[src/rtl/prn_serial_pkg.sv]
package prn_serial_pkg;

  // ---------------------------------------------------------------
  // Clock and bit timing
  // ---------------------------------------------------------------
  localparam int CLK_HZ = 100_000_000;
  localparam int MAX_BAUD = 19200;
  localparam int OVERSAMPLE = 16;
  localparam int BASE_DIV = CLK_HZ / (MAX_BAUD * OVERSAMPLE);
  localparam logic [8:0] BASE_LAST = 9'(BASE_DIV - 1);
  localparam logic [3:0] HALF_BIT = 4'h7;
  localparam logic [3:0] FULL_BIT = 4'hF;

  // Rate selection: value n gives 300 * 2**n bits per second for n up to 6; value 7 gives 19200, the same as 6.
  localparam logic [2:0] RATE_300 = 3'h0;
  localparam logic [2:0] RATE_9600 = 3'h5;
  localparam logic [2:0] RATE_19200 = 3'h6;

  // ---------------------------------------------------------------
  // Flow control
  // ---------------------------------------------------------------
  localparam int FREE_W = 16;
  localparam logic [FREE_W-1:0] LOW_MARK = 16'h0100;
  localparam logic [FREE_W-1:0] HIGH_MARK = 16'h0200;
  localparam logic [7:0] XOFF_CODE = 8'h13;
  localparam logic [7:0] XON_CODE = 8'h11;
  localparam logic [7:0] BAD_CHAR = 8'h2A;

  // ---------------------------------------------------------------
  // Register map
  // ---------------------------------------------------------------
  localparam int ADDR_W = 8;
  localparam logic [7:0] CTRL_ADDR = 8'h00;
  localparam logic [7:0] STATUS_ADDR = 8'h04;
  localparam logic [7:0] MASK_ADDR = 8'h08;
  localparam logic [7:0] FLOW_ADDR = 8'h0C;
  localparam logic [7:0] LAST_ADDR = 8'h10;

  localparam int CTRL_EN = 0;
  localparam int CTRL_RATE_LO = 1;
  localparam int CTRL_PAR_LO = 4;
  localparam int CTRL_XON = 6;
  localparam logic [6:0] CTRL_RESET = 7'h0B;

  localparam int EV_CHAR = 0;
  localparam int EV_PERR = 1;
  localparam int EV_BUSY = 2;
  localparam int EV_READY = 3;
  localparam int EV_W = 4;

  typedef enum logic [1:0]
  {
    PAR_NONE = 2'h0,
    PAR_ODD = 2'h1,
    PAR_EVEN = 2'h2
  } parity_e;

  // Expected parity bit for a byte under the given mode.
  function automatic logic parity_bit(input logic [7:0] d,
                                      input logic [1:0] mode);
    parity_bit = (mode == PAR_ODD) ? ~(^d) : (^d);
  endfunction : parity_bit

endpackage : prn_serial_pkg

[src/rtl/flow_code_tx.sv]
`timescale 1ns/1ns
module flow_code_tx
(
  // Clock and reset
  input wire logic clk,
  input wire logic rst_n,
  // Timing and setup
  input wire logic os_tick,
  input wire logic [1:0] parity_mode,
  // Character to send
  input wire logic start,
  input wire logic [7:0] code,
  // Line
  output logic txd,
  output logic busy
);

  // ---------------------------------------------------------------
  // Frame shifter
  // ---------------------------------------------------------------
  // Start, eight data bits, optional parity and one stop bit.
  logic [10:0] frame;
  logic [3:0] bits_left;
  logic [3:0] tick_cnt;
  wire logic has_par = (parity_mode != prn_serial_pkg::PAR_NONE);
  wire logic par = prn_serial_pkg::parity_bit(code, parity_mode);
  wire logic [10:0] load_frame = has_par ? {1'b1, par, code, 1'b0}
                                         : {2'b11, code, 1'b0};
  wire logic [3:0] load_bits = has_par ? 4'hB : 4'hA;
  wire logic bit_end = os_tick && (tick_cnt == prn_serial_pkg::FULL_BIT);

  assign busy = (bits_left != 4'h0);
  assign txd = busy ? frame[0] : 1'b1;

  always_ff @(posedge clk or negedge rst_n)
  begin
    if (!rst_n)
    begin
      frame <= 11'h7FF;
      bits_left <= 4'h0;
      tick_cnt <= 4'h0;
    end
    else if (!busy && start)
    begin
      frame <= load_frame;
      bits_left <= load_bits;
      tick_cnt <= 4'h0;
    end
    else if (busy && os_tick)
    begin
      tick_cnt <= tick_cnt + 4'h1;
      if (bit_end)
      begin
        frame <= {1'b1, frame[10:1]};
        bits_left <= bits_left - 4'h1;
      end
    end
  end

endmodule : flow_code_tx

[src/rtl/printer_serial_receiver_flow_ctrl.sv]
`timescale 1ns/1ns
module printer_serial_receiver_flow_ctrl
(
  // Clock and reset
  input wire logic clk,
  input wire logic rst_n,
  // Register port
  input wire logic [prn_serial_pkg::ADDR_W-1:0] reg_addr,
  input wire logic [31:0] reg_wdata,
  input wire logic reg_we,
  input wire logic reg_re,
  output logic [31:0] reg_rdata,
  // Serial line
  input wire logic rxd,
  output logic txd,
  output logic dtr,
  output logic rts2,
  // Input buffer side
  input wire logic [prn_serial_pkg::FREE_W-1:0] buffer_free,
  output logic char_valid,
  output logic [7:0] char_data,
  // Interrupt
  output logic irq
);

  // ---------------------------------------------------------------
  // Control registers
  // ---------------------------------------------------------------
  logic [6:0] ctrl;
  logic [prn_serial_pkg::EV_W-1:0] status;
  logic [prn_serial_pkg::EV_W-1:0] mask;
  logic [prn_serial_pkg::EV_W-1:0] events;
  logic [7:0] last_char;

  wire logic serial_on = ctrl[prn_serial_pkg::CTRL_EN];
  wire logic [2:0] rate_raw = ctrl[prn_serial_pkg::CTRL_RATE_LO +: 3];
  wire logic [1:0] parity_mode = ctrl[prn_serial_pkg::CTRL_PAR_LO +: 2];
  wire logic xon_mode = ctrl[prn_serial_pkg::CTRL_XON];
  wire logic [2:0] rate_sel = (rate_raw > prn_serial_pkg::RATE_19200)
                              ? prn_serial_pkg::RATE_19200 : rate_raw;

  wire logic sel_ctrl = (reg_addr == prn_serial_pkg::CTRL_ADDR);
  wire logic sel_status = (reg_addr == prn_serial_pkg::STATUS_ADDR);
  wire logic sel_mask = (reg_addr == prn_serial_pkg::MASK_ADDR);
  wire logic sel_flow = (reg_addr == prn_serial_pkg::FLOW_ADDR);
  wire logic sel_last = (reg_addr == prn_serial_pkg::LAST_ADDR);

  wire logic [prn_serial_pkg::EV_W-1:0] clear_bits =
    (reg_we && sel_status) ? reg_wdata[prn_serial_pkg::EV_W-1:0]
                           : {prn_serial_pkg::EV_W{1'b0}};
  // Set wins over clear so an event in the clearing cycle is kept.
  wire logic [prn_serial_pkg::EV_W-1:0] next_status =
    (status & ~clear_bits) | events;

  always_ff @(posedge clk or negedge rst_n)
  begin
    if (!rst_n)
    begin
      ctrl <= prn_serial_pkg::CTRL_RESET;
      mask <= {prn_serial_pkg::EV_W{1'b0}};
      status <= {prn_serial_pkg::EV_W{1'b0}};
    end
    else
    begin
      status <= next_status;
      if (reg_we && sel_ctrl)
      begin
        ctrl <= reg_wdata[6:0];
      end
      if (reg_we && sel_mask)
      begin
        mask <= reg_wdata[prn_serial_pkg::EV_W-1:0];
      end
    end
  end

  assign irq = |(status & mask);

  // ---------------------------------------------------------------
  // Read path
  // ---------------------------------------------------------------
  logic tx_busy;
  logic not_ready;
  wire logic [31:0] flow_word = {buffer_free, 13'h0000, tx_busy,
                                 xon_mode, not_ready};
  wire logic [31:0] read_mux =
    sel_ctrl ? {25'h0000000, ctrl} :
    sel_status ? {28'h0000000, status} :
    sel_mask ? {28'h0000000, mask} :
    sel_flow ? flow_word :
    sel_last ? {24'h000000, last_char} : 32'h00000000;

  always_ff @(posedge clk or negedge rst_n)
  begin
    if (!rst_n)
    begin
      reg_rdata <= 32'h00000000;
    end
    else
    begin
      reg_rdata <= reg_re ? read_mux : 32'h00000000;
    end
  end

  // ---------------------------------------------------------------
  // Bit rate divider
  // ---------------------------------------------------------------
  // A fixed prescaler feeds a power-of-two divider, which keeps every
  // count short; the price is a rate error of about 0.2 percent.
  logic [8:0] base_cnt;
  logic [5:0] rate_cnt;
  wire logic base_tick = (base_cnt == prn_serial_pkg::BASE_LAST);
  wire logic [5:0] rate_last = 6'((7'h01 << (3'h6 - rate_sel)) - 7'h01);
  wire logic os_tick = base_tick && (rate_cnt >= rate_last);

  always_ff @(posedge clk or negedge rst_n)
  begin
    if (!rst_n)
    begin
      base_cnt <= 9'h000;
      rate_cnt <= 6'h00;
    end
    else
    begin
      base_cnt <= base_tick ? 9'h000 : base_cnt + 9'h001;
      if (base_tick)
      begin
        rate_cnt <= (rate_cnt >= rate_last) ? 6'h00 : rate_cnt + 6'h01;
      end
    end
  end

  // ---------------------------------------------------------------
  // Receive line synchroniser
  // ---------------------------------------------------------------
  logic rx_meta;
  logic rx_line;

  always_ff @(posedge clk or negedge rst_n)
  begin
    if (!rst_n)
    begin
      rx_meta <= 1'b1;
      rx_line <= 1'b1;
    end
    else
    begin
      rx_meta <= rxd;
      rx_line <= rx_meta;
    end
  end

  // ---------------------------------------------------------------
  // Receiver
  // ---------------------------------------------------------------
  typedef enum logic [2:0]
  {
    RX_IDLE = 3'h0,
    RX_START = 3'h1,
    RX_DATA = 3'h3,
    RX_PARITY = 3'h2,
    RX_STOP = 3'h6
  } rx_state_e;

  rx_state_e rx_state;
  logic [3:0] rx_tick;
  logic [2:0] rx_bit;
  logic [7:0] rx_shift;
  logic rx_par;

  wire logic rx_mid = os_tick && (rx_tick == prn_serial_pkg::HALF_BIT);
  wire logic rx_end = os_tick && (rx_tick == prn_serial_pkg::FULL_BIT);
  wire logic has_par = (parity_mode != prn_serial_pkg::PAR_NONE);
  wire logic par_fail = has_par &&
    (rx_par != prn_serial_pkg::parity_bit(rx_shift, parity_mode));
  // Gated so a frame that ends in the cycle the port is switched off is
  // not delivered after the interface has been deselected.
  wire logic rx_done = serial_on && (rx_state == RX_STOP) && rx_end;
  wire logic [7:0] rx_char = par_fail ? prn_serial_pkg::BAD_CHAR
                                      : rx_shift;

  always_ff @(posedge clk or negedge rst_n)
  begin
    if (!rst_n)
    begin
      rx_state <= RX_IDLE;
      rx_tick <= 4'h0;
      rx_bit <= 3'h0;
      rx_shift <= 8'h00;
      rx_par <= 1'b0;
    end
    else if (!serial_on)
    begin
      rx_state <= RX_IDLE;
      rx_tick <= 4'h0;
    end
    else
    begin
      if (os_tick)
      begin
        rx_tick <= rx_tick + 4'h1;
      end
      unique case (rx_state)
        RX_IDLE:
        begin
          rx_tick <= 4'h0;
          if (!rx_line)
          begin
            rx_state <= RX_START;
          end
        end
        RX_START:
        begin
          if (rx_mid)
          begin
            rx_tick <= 4'h0;
            rx_bit <= 3'h0;
            rx_state <= rx_line ? RX_IDLE : RX_DATA;
          end
        end
        RX_DATA:
        begin
          if (rx_end)
          begin
            rx_shift <= {rx_line, rx_shift[7:1]};
            rx_bit <= rx_bit + 3'h1;
            if (rx_bit == 3'h7)
            begin
              rx_state <= has_par ? RX_PARITY : RX_STOP;
            end
          end
        end
        RX_PARITY:
        begin
          if (rx_end)
          begin
            rx_par <= rx_line;
            rx_state <= RX_STOP;
          end
        end
        RX_STOP:
        begin
          // The stop level is not checked and a full buffer is not
          // reported; extra stop bits simply look like idle line.
          if (rx_end)
          begin
            rx_state <= RX_IDLE;
          end
        end
      endcase
    end
  end

  always_ff @(posedge clk or negedge rst_n)
  begin
    if (!rst_n)
    begin
      char_valid <= 1'b0;
      char_data <= 8'h00;
      last_char <= 8'h00;
    end
    else
    begin
      char_valid <= rx_done;
      if (rx_done)
      begin
        char_data <= rx_char;
        last_char <= rx_char;
      end
    end
  end

  // ---------------------------------------------------------------
  // Flow control
  // ---------------------------------------------------------------
  // The host is trusted to pause on not-ready; characters that still
  // arrive are passed on regardless.
  logic send_off;
  logic send_on;
  wire logic at_low = (buffer_free <= prn_serial_pkg::LOW_MARK);
  wire logic at_high = (buffer_free >= prn_serial_pkg::HIGH_MARK);
  wire logic go_busy = !not_ready && at_low;
  wire logic go_ready = not_ready && at_high;
  wire logic tx_start = serial_on && xon_mode && (send_off || send_on);
  wire logic [7:0] tx_code = send_off ? prn_serial_pkg::XOFF_CODE
                                      : prn_serial_pkg::XON_CODE;
  logic tx_line;

  always_ff @(posedge clk or negedge rst_n)
  begin
    if (!rst_n)
    begin
      not_ready <= 1'b0;
      send_off <= 1'b0;
      send_on <= 1'b0;
    end
    else
    begin
      if (go_busy)
      begin
        not_ready <= 1'b1;
      end
      else if (go_ready)
      begin
        not_ready <= 1'b0;
      end
      if (go_busy)
      begin
        send_off <= xon_mode;
        send_on <= 1'b0;
      end
      else if (go_ready)
      begin
        send_on <= xon_mode;
        send_off <= 1'b0;
      end
      else if (tx_start && !tx_busy)
      begin
        send_off <= 1'b0;
        send_on <= 1'b0;
      end
    end
  end

  flow_code_tx u_tx
  (
    .clk(clk),
    .rst_n(rst_n),
    .os_tick(os_tick),
    .parity_mode(parity_mode),
    .start(tx_start),
    .code(tx_code),
    .txd(tx_line),
    .busy(tx_busy)
  );

  // MARK is logic one, so the line idles high and not-ready is high.
  assign txd = serial_on ? tx_line : 1'b1;
  assign dtr = not_ready || !serial_on;
  assign rts2 = dtr;

  assign events = serial_on ?
    {go_ready, go_busy, rx_done && par_fail, rx_done}
    : {prn_serial_pkg::EV_W{1'b0}};

endmodule : printer_serial_receiver_flow_ctrl

[config.mk]
export PLATFORM = sky130hd
export DESIGN_NAME = printer_serial_receiver_flow_ctrl
export DESIGN_NICKNAME = d
export VERILOG_FILES = /design/src/rtl/prn_serial_pkg.sv /design/src/rtl/flow_code_tx.sv /design/src/rtl/printer_serial_receiver_flow_ctrl.sv
export SDC_FILE = /design/constraint.sdc
export NUM_CORES = 1
export LEC_CHECK = 0
export ABC_AREA = 1
export BUFFER_PORTS_ARGS = -buffer_cell sky130_fd_sc_hd__buf_2
export CORE_MARGIN = 2
export CORE_UTILIZATION = 30
export CTS_CLUSTER_SIZE = 25
export DETAILED_ROUTE_END_ITERATION = 10
export GPL_TIMING_DRIVEN = 0
export PLACE_DENSITY_LB_ADDON = 0.3
export REMOVE_ABC_BUFFERS = 1
export SLEW_MARGIN = 0
export SYNTH_ARGS = -nofsm -noshare
export SYNTH_HDL_FRONTEND = slang
export SYNTH_SLANG_ARGS = --single-unit
[constraint.sdc]
create_clock -name clk -period 2.97 [get_ports clk]
set_input_delay 0.1485 -clock clk [delete_from_list [all_inputs] [get_ports clk]]
set_output_delay 0.1485 -clock clk [all_outputs]
set_load 0.01 [all_outputs]
-- Word level (Yosys, flattened, before mapping)
Index checks and enable logic that the tools add are counted.
- input port bits: 61
- word-level logic and storage cells: 153
- register bits: 114
- output and inout port bits: 45
- order comparisons: 4
- bitwise operators: 6
- shift operators: 1
- eq/ne operators: 23
- reduce and logical (&&, ||, !) cells: 39
- muxes and demuxes: 51
- $add $sub $neg: 8
- operator list (operator ; count):
    2-to-1 mux 32 bit ; 5
    2-to-1 mux 4 bit ; 10
    2-to-1 mux 11 bit ; 3
    2-to-1 mux 3 bit ; 11
    != test 3 bit (second input constant) ; 6
    logical AND 1 bit ; 17
    equality test 8 x 4 -> 1 bit (second input constant) ; 2
    >= comparator 16 x 10 -> 1 bit (second input constant) ; 1
    <= comparator 16 x 9 -> 1 bit (second input constant) ; 1
    2-to-1 mux 8 bit ; 2
    parity 8 bit ; 2
    case mux 3 bit (5 select lines) ; 1
    2-to-1 mux 1 bit ; 12
    2-to-1 mux 10 bit ; 1
    nonzero test 2 bit ; 5
    adder 9 x 1 -> 9 bit (second input constant) ; 1
    equality test 9 bit (second input constant) ; 1
    2-to-1 mux 9 bit ; 1
    adder 4 x 1 -> 4 bit (second input constant) ; 2
    bitwise AND 4 bit ; 2
    equality test 4 bit (second input constant) ; 2
    equality test 8 x 3 -> 1 bit (second input constant) ; 1
    equality test 8 x 5 -> 1 bit (second input constant) ; 1
    logical NOT 8 bit ; 1
    32 further kinds ; 41

-- Longest topological paths before layout
- word-level depth: 12
- depth in mapped cells: 16
- gate-level depth less buffers: 15

-- Cells and area by module
From an unflattened synthesis, not the netlist that was laid out.
- cell total of the unflattened synthesis: 671
- area, all modules: 5601.6 µm²
- by module, submodules not included (module ; area an instance (µm²) ; cells an instance ; seq. area each (µm²) ; instances):
    printer_serial_receiver_flow_ctrl ; 4496.8 ; 541 ; 2183.3 ; 1
    flow_code_tx ; 1104.8 ; 130 ; 462.9 ; 1

-- Worst setup path before layout
OpenSTA, ideal clock, no wires.
- path kind: reg2reg
- from: register ctrl[1]
- to: register u_tx.bits_left[3]
- data required time: 2.851 ns
- slack: 0.904 ns
- buffers on the path: 1
- cell stages (with the launch flop): 15
- clock period less this slack: 2.066 ns
- library setup time: 0.119 ns
- data arrival time: 1.947 ns
- cells stage by stage: dfstp_2 inv_1 o21ai_0 ha_1 nand2_1 nand2_1 a21oi_1 nand2_2 nand2_4 nor2_4 inv_2 nand2_4 nand2_4 buf_6 o21ai_2
- cells in the longest elaborated chain, start to end: 10
- elaborated cells between the ends (all ways): 12
- those cells by class: add/sub: 2; order compare: 2; shift: 1; mux: 1; reduce/logical: 6
- ends and longest elaborated chain (element ; RTL line ; text):
    start: declaration ; printer_serial_receiver_flow_ctrl.sv:29 ; logic [6:0] ctrl;
    start signal: assignment ; printer_serial_receiver_flow_ctrl.sv:59 ; ctrl <= prn_serial_pkg::CTRL_RESET;
    start signal: assignment ; printer_serial_receiver_flow_ctrl.sv:68 ; ctrl <= reg_wdata[6:0];
    > comparator 3 bit ; printer_serial_receiver_flow_ctrl.sv:39 ; wire logic [2:0] rate_sel = (rate_raw > prn_serial_pkg::RATE_19200)
    2-to-1 mux 3 bit (*) ; printer_serial_receiver_flow_ctrl.sv:40 ; ? prn_serial_pkg::RATE_19200 : rate_raw;
    subtractor 3 bit (*) ; printer_serial_receiver_flow_ctrl.sv:113 ; wire logic [5:0] rate_last = 6'((7'h01 << (3'h6 - rate_sel)) - 7'h01);
    left shift 1 x 3 -> 6 bit (*) ; printer_serial_receiver_flow_ctrl.sv:113 ;
    subtractor 6 x 1 -> 6 bit (*) ; printer_serial_receiver_flow_ctrl.sv:113 ;
    >= comparator 6 bit (*) ; printer_serial_receiver_flow_ctrl.sv:114 ; wire logic os_tick = base_tick && (rate_cnt >= rate_last);
    logical AND 1 bit (*) ; printer_serial_receiver_flow_ctrl.sv:114 ;
    logical AND 1 bit (on tied branches) ; flow_code_tx.sv:30, flow_code_tx.sv:49 ;
    nonzero test 2 bit (no line) ; -- ;
    AND reduction 2 bit (no line) (*) ; -- ;
    end signal: assignment ; flow_code_tx.sv:46 ; bits_left <= load_bits;
    end signal: assignment ; flow_code_tx.sv:55 ; bits_left <= bits_left - 4'h1;
    end: declaration ; flow_code_tx.sv:23 ; logic [3:0] bits_left;
Every way passes the cells marked *; elsewhere a longest branch is shown, timed or not.
A chain may end at the register's enable or synchronous reset.

-- Worst setup path after layout
- from: register ctrl[1]
- to: register u_tx.frame[7]
- cells in the longest elaborated chain, start to end: 10
- elaborated cells between the ends (all ways): 12
- those cells by class: add/sub: 2; order compare: 2; shift: 1; mux: 1; reduce/logical: 6
- ends and longest elaborated chain (element ; RTL line ; text):
    > comparator 3 bit ; printer_serial_receiver_flow_ctrl.sv:39 ;
    2-to-1 mux 3 bit (*) ; printer_serial_receiver_flow_ctrl.sv:40 ;
    subtractor 3 bit (*) ; printer_serial_receiver_flow_ctrl.sv:113 ;
    left shift 1 x 3 -> 6 bit (*) ; printer_serial_receiver_flow_ctrl.sv:113 ;
    subtractor 6 x 1 -> 6 bit (*) ; printer_serial_receiver_flow_ctrl.sv:113 ;
    >= comparator 6 bit (*) ; printer_serial_receiver_flow_ctrl.sv:114 ;
    logical AND 1 bit (*) ; printer_serial_receiver_flow_ctrl.sv:114 ;
    logical AND 1 bit (on tied branches) ; flow_code_tx.sv:30, flow_code_tx.sv:49 ;
    nonzero test 2 bit (no line) ; -- ;
    AND reduction 2 bit (no line) (*) ; -- ;
    end signal: assignment ; flow_code_tx.sv:45 ; frame <= load_frame;
    end signal: assignment ; flow_code_tx.sv:54 ; frame <= {1'b1, frame[10:1]};
    end: declaration ; flow_code_tx.sv:22 ; logic [10:0] frame;
Marked as above.

==> qor.csv <==
stage,metric,value,unit
power,vdd_drop_max,0.261,mV
setup_path,path_class,flop to flop,
route,wire_per_inst,12.0,µm
floorplanning,die_x,137,µm
yosys,synth_warnings,0,
route,vias,4105,
global_route,grt_use_met1,17.4,%
yosys,ys.flop_type,dfrtp_1,
sta,relSlewSlack,55.6,%
min_path,hold_class,input port to flop,
sta,max_freq,422,MHz
route,drc_errors,0,
setup_path,setup.worst_path.end_class,flop,
clock_tree,root_buffer,clkbuf_16,
clock_tree,max-clock-path-buffers,2,
sta,finalHoldViolations,0,
finish,syn2layout_area_growth,16.7,%
sta,finalMaxSlewViolations,0,
clock_tree,cts_tree,yes,
global_route,grt_pass1_wl,19200,µm
floorplanning,dieArea,18800,µm²
clock_tree,clkTransAtPathRegs,60,ps
clock_tree,h-tree-depth,3,
yosys,ys_ff_latch,105,
run,drv_cap,0,
clock_tree,post_cts_buffers,0,
placed_design,portBuffers,72,
route,drt_iter0_markers,177,
setup_path,crit_path_start_kind,flop,
setup_path,critical_path.slowest_cell,dfstp_2,
setup_path,path_cells,"inv_1, o21ai_0, ha_1, nand2_1, nand2_1, a21oi_1, nand2_2, nand2_4, nor2_4, inv_2, nand2_4, nand2_4, nand2_1, o21ai_2",
global_route,overflow,0,
floorplanning,io_pins,106,
power,power_density,443,nW/µm²
finish,diodes,0,
yosys,yosysSeqAreaShare,49.8,%
sta,grt_setup_unrepaired,no,
yosys,synth_edf_count,0,
setup_path,worstPathArrival,2650,ps
sta,skew,8.12,ps
yosys,syn_inst,630,
clock_tree,cts_sinks,105,
clock_tree,cts_resized,0,
sta,max_slew.worst_pin.slew,666,ps
setup_path,cp_data_required_time,3250,ps
power,p_leak,3.26,nW
yosys,syn_area,5310,µm²
route,drt_wl_total,11300,µm
global_route,antenna_found_initial,0,
sta,post-route-min-period,2370,ps
finish,fin_nets,784,
route,ant_nets,0,
outcome,outcome,"finished, final reports clean",
global_route,use_met2,20.8,%
global_route,grt_use_met3,3.96,%
global_route,grt_max_degree,57,
clock_tree,clk_latency,350,ps
placed_design,place_congestion,0.769,
floorplanning,rows,48,
global_route,busiest_layer,met2,
global_route,track_usage,13.1,%
setup_path,cpPeakStageDelay,540,ps
floorplanning,core_area,17300,µm²
floorplanning,fp.dieH,137,µm
floorplanning,start_util,30.7,%
sta,setup_tns,0,ps
placed_design,hpwl,8470,µm
yosys,synth_cell_types,39,
route,viasPerCell,4.38,
sta,setup_viol,0,
setup_path,cp_max_fo,26,
power,total_power,0.00274,W
yosys,synthArstFlopShare,100,%
sta,post-route-period-util,79.8,%
route,firstDrtPassIters,4,
clock_tree,cts_buffers,9,
global_route,grt_pass1_vias,3952,
finish,drive_gt1_share,20.2,%
yosys,syn_avg_cell_area,8.43,µm²
[Yosys cell counts (all sizes together) (2+ instances only)]
cell	number	share of area, %
nand4	11	1.4
nor3b	2	0.28
xor2	12	2.0
nor2	68	5.5
or2	3	0.35
ha	15	3.5
nand3	30	3.1
a21oi	25	2.5
o21ai	61	7.1
nor3	10	1.3
inv	89	6.3
buf	16	2.4
dfstp	15	7.4
nand2	174	13
xnor2	2	0.33
dfrtp	90	42
[repair_timing]
item                       CTS  global route
setup endpoints to repair    0             0
hold endpoints to repair    43             0
hold buffers                 4             0
[report_power, final]
part	switching [W]	internal [W]
Combinational	0.0000944	0.0000479
Clock	0.000517	0.000618
Sequential	0.0000150	0.00145
[path summary, 6_finish.rpt]
check / slack (ps) / to / cells after the start / start
setup / recovery: 600 / u_tx.frame[7] / 14 / ctrl[1]
hold / removal: 30 / reg_rdata[28] / 3 / buffer_free[12]
setup reg to reg: 600 / u_tx.frame[7] / 14 / ctrl[1]
hold reg to reg: 360 / rx_line / 0 / rx_meta
max in group asynchronous: 1830 / u_tx.frame[2] / 3 / rst_n
min in group asynchronous: 380 / reg_rdata[22] / 2 / rst_n
[state kept, by name, indices dropped and copies added, names as in the netlist, 6 cells and up]
| name | cells |
|---|---|
| reg_rdata | 24 |
| last_char | 8 |
| rate_cnt | 6 |
| ctrl | 7 |
| u_tx.frame | 10 |
| rx_shift | 8 |
| base_cnt | 9 |
[per-stage QoR]
stage	area, µm²	cells	setup slack, ps	hold WS (ps)	utilization (%)
after global routing	6190	938	340	16.6	35.8
after floorplan	5200	620	850	-147	-
final	6190	938	601	25.0	35.8
after CTS	6190	938	566	4.70	35.8
after global placement	5850	917	498	259	33.8
after detailed placement	5880	918	592	233	34.0
[final cells by class]
class	instances	area (µm²)
flip-flops and latches	105	2650
well taps	225	282
repair buffers	77	430
clock buffers	14	264
multi-input cells	426	2220
clock inverters	2	13.8
fillers	1820	11100
inverters	89	337
[logic make-up (layout without fill, tap and decap cells)]
group / Yosys count / in the layout / synth area share (%)
DFF: 105 / 105 / 49.8
AOI/OAI and AO/OA: 89 / 89 / 10.0
and+or+nand+nor: 300 / 300 / 25.4
xor gates and xnor gates: 14 / 14 / 2.31
adders and majority gates: 15 / 15 / 3.54
buffers and inverters: 106 / 182 / 8.79
other: 1 / 8 / 0.0706
[routing by layer]
layer	part of all wire [%]	wire length [µm]	up-vias
met5	0	0	-
met3	3.6	410	15
met4	1.7	191	0
met1	50	5610	1892
li1	-	-	2133
met2	45	5060	65
[cell usage in the layout, fill, tap and decap left out, drive strengths merged]
cell type	count
a211oi	1
a21oi	25
and3	1
buf	73
clkbuf	14
clkinv	1
conb	8
dfrtp	90
dfstp	15
dlygate4sd3	4
ha	15
inv	90
nand2	174
nand3	30
nand4	11
nor2	68
nor3	10
nor3b	2
nor4	1
o211ai	1
o21ai	61
o31ai	1
or2	3
xnor2	2
xor2	12
[critical path, delay by kind of cell (launching register included)]
kind	cells	cell delay, ps
fa+ha+maj	1	260
simple gates	8	910
compound gates	3	410
flops	1	540
buf+inv	2	150
No activity file was read; power rests on OpenSTA's default activity.
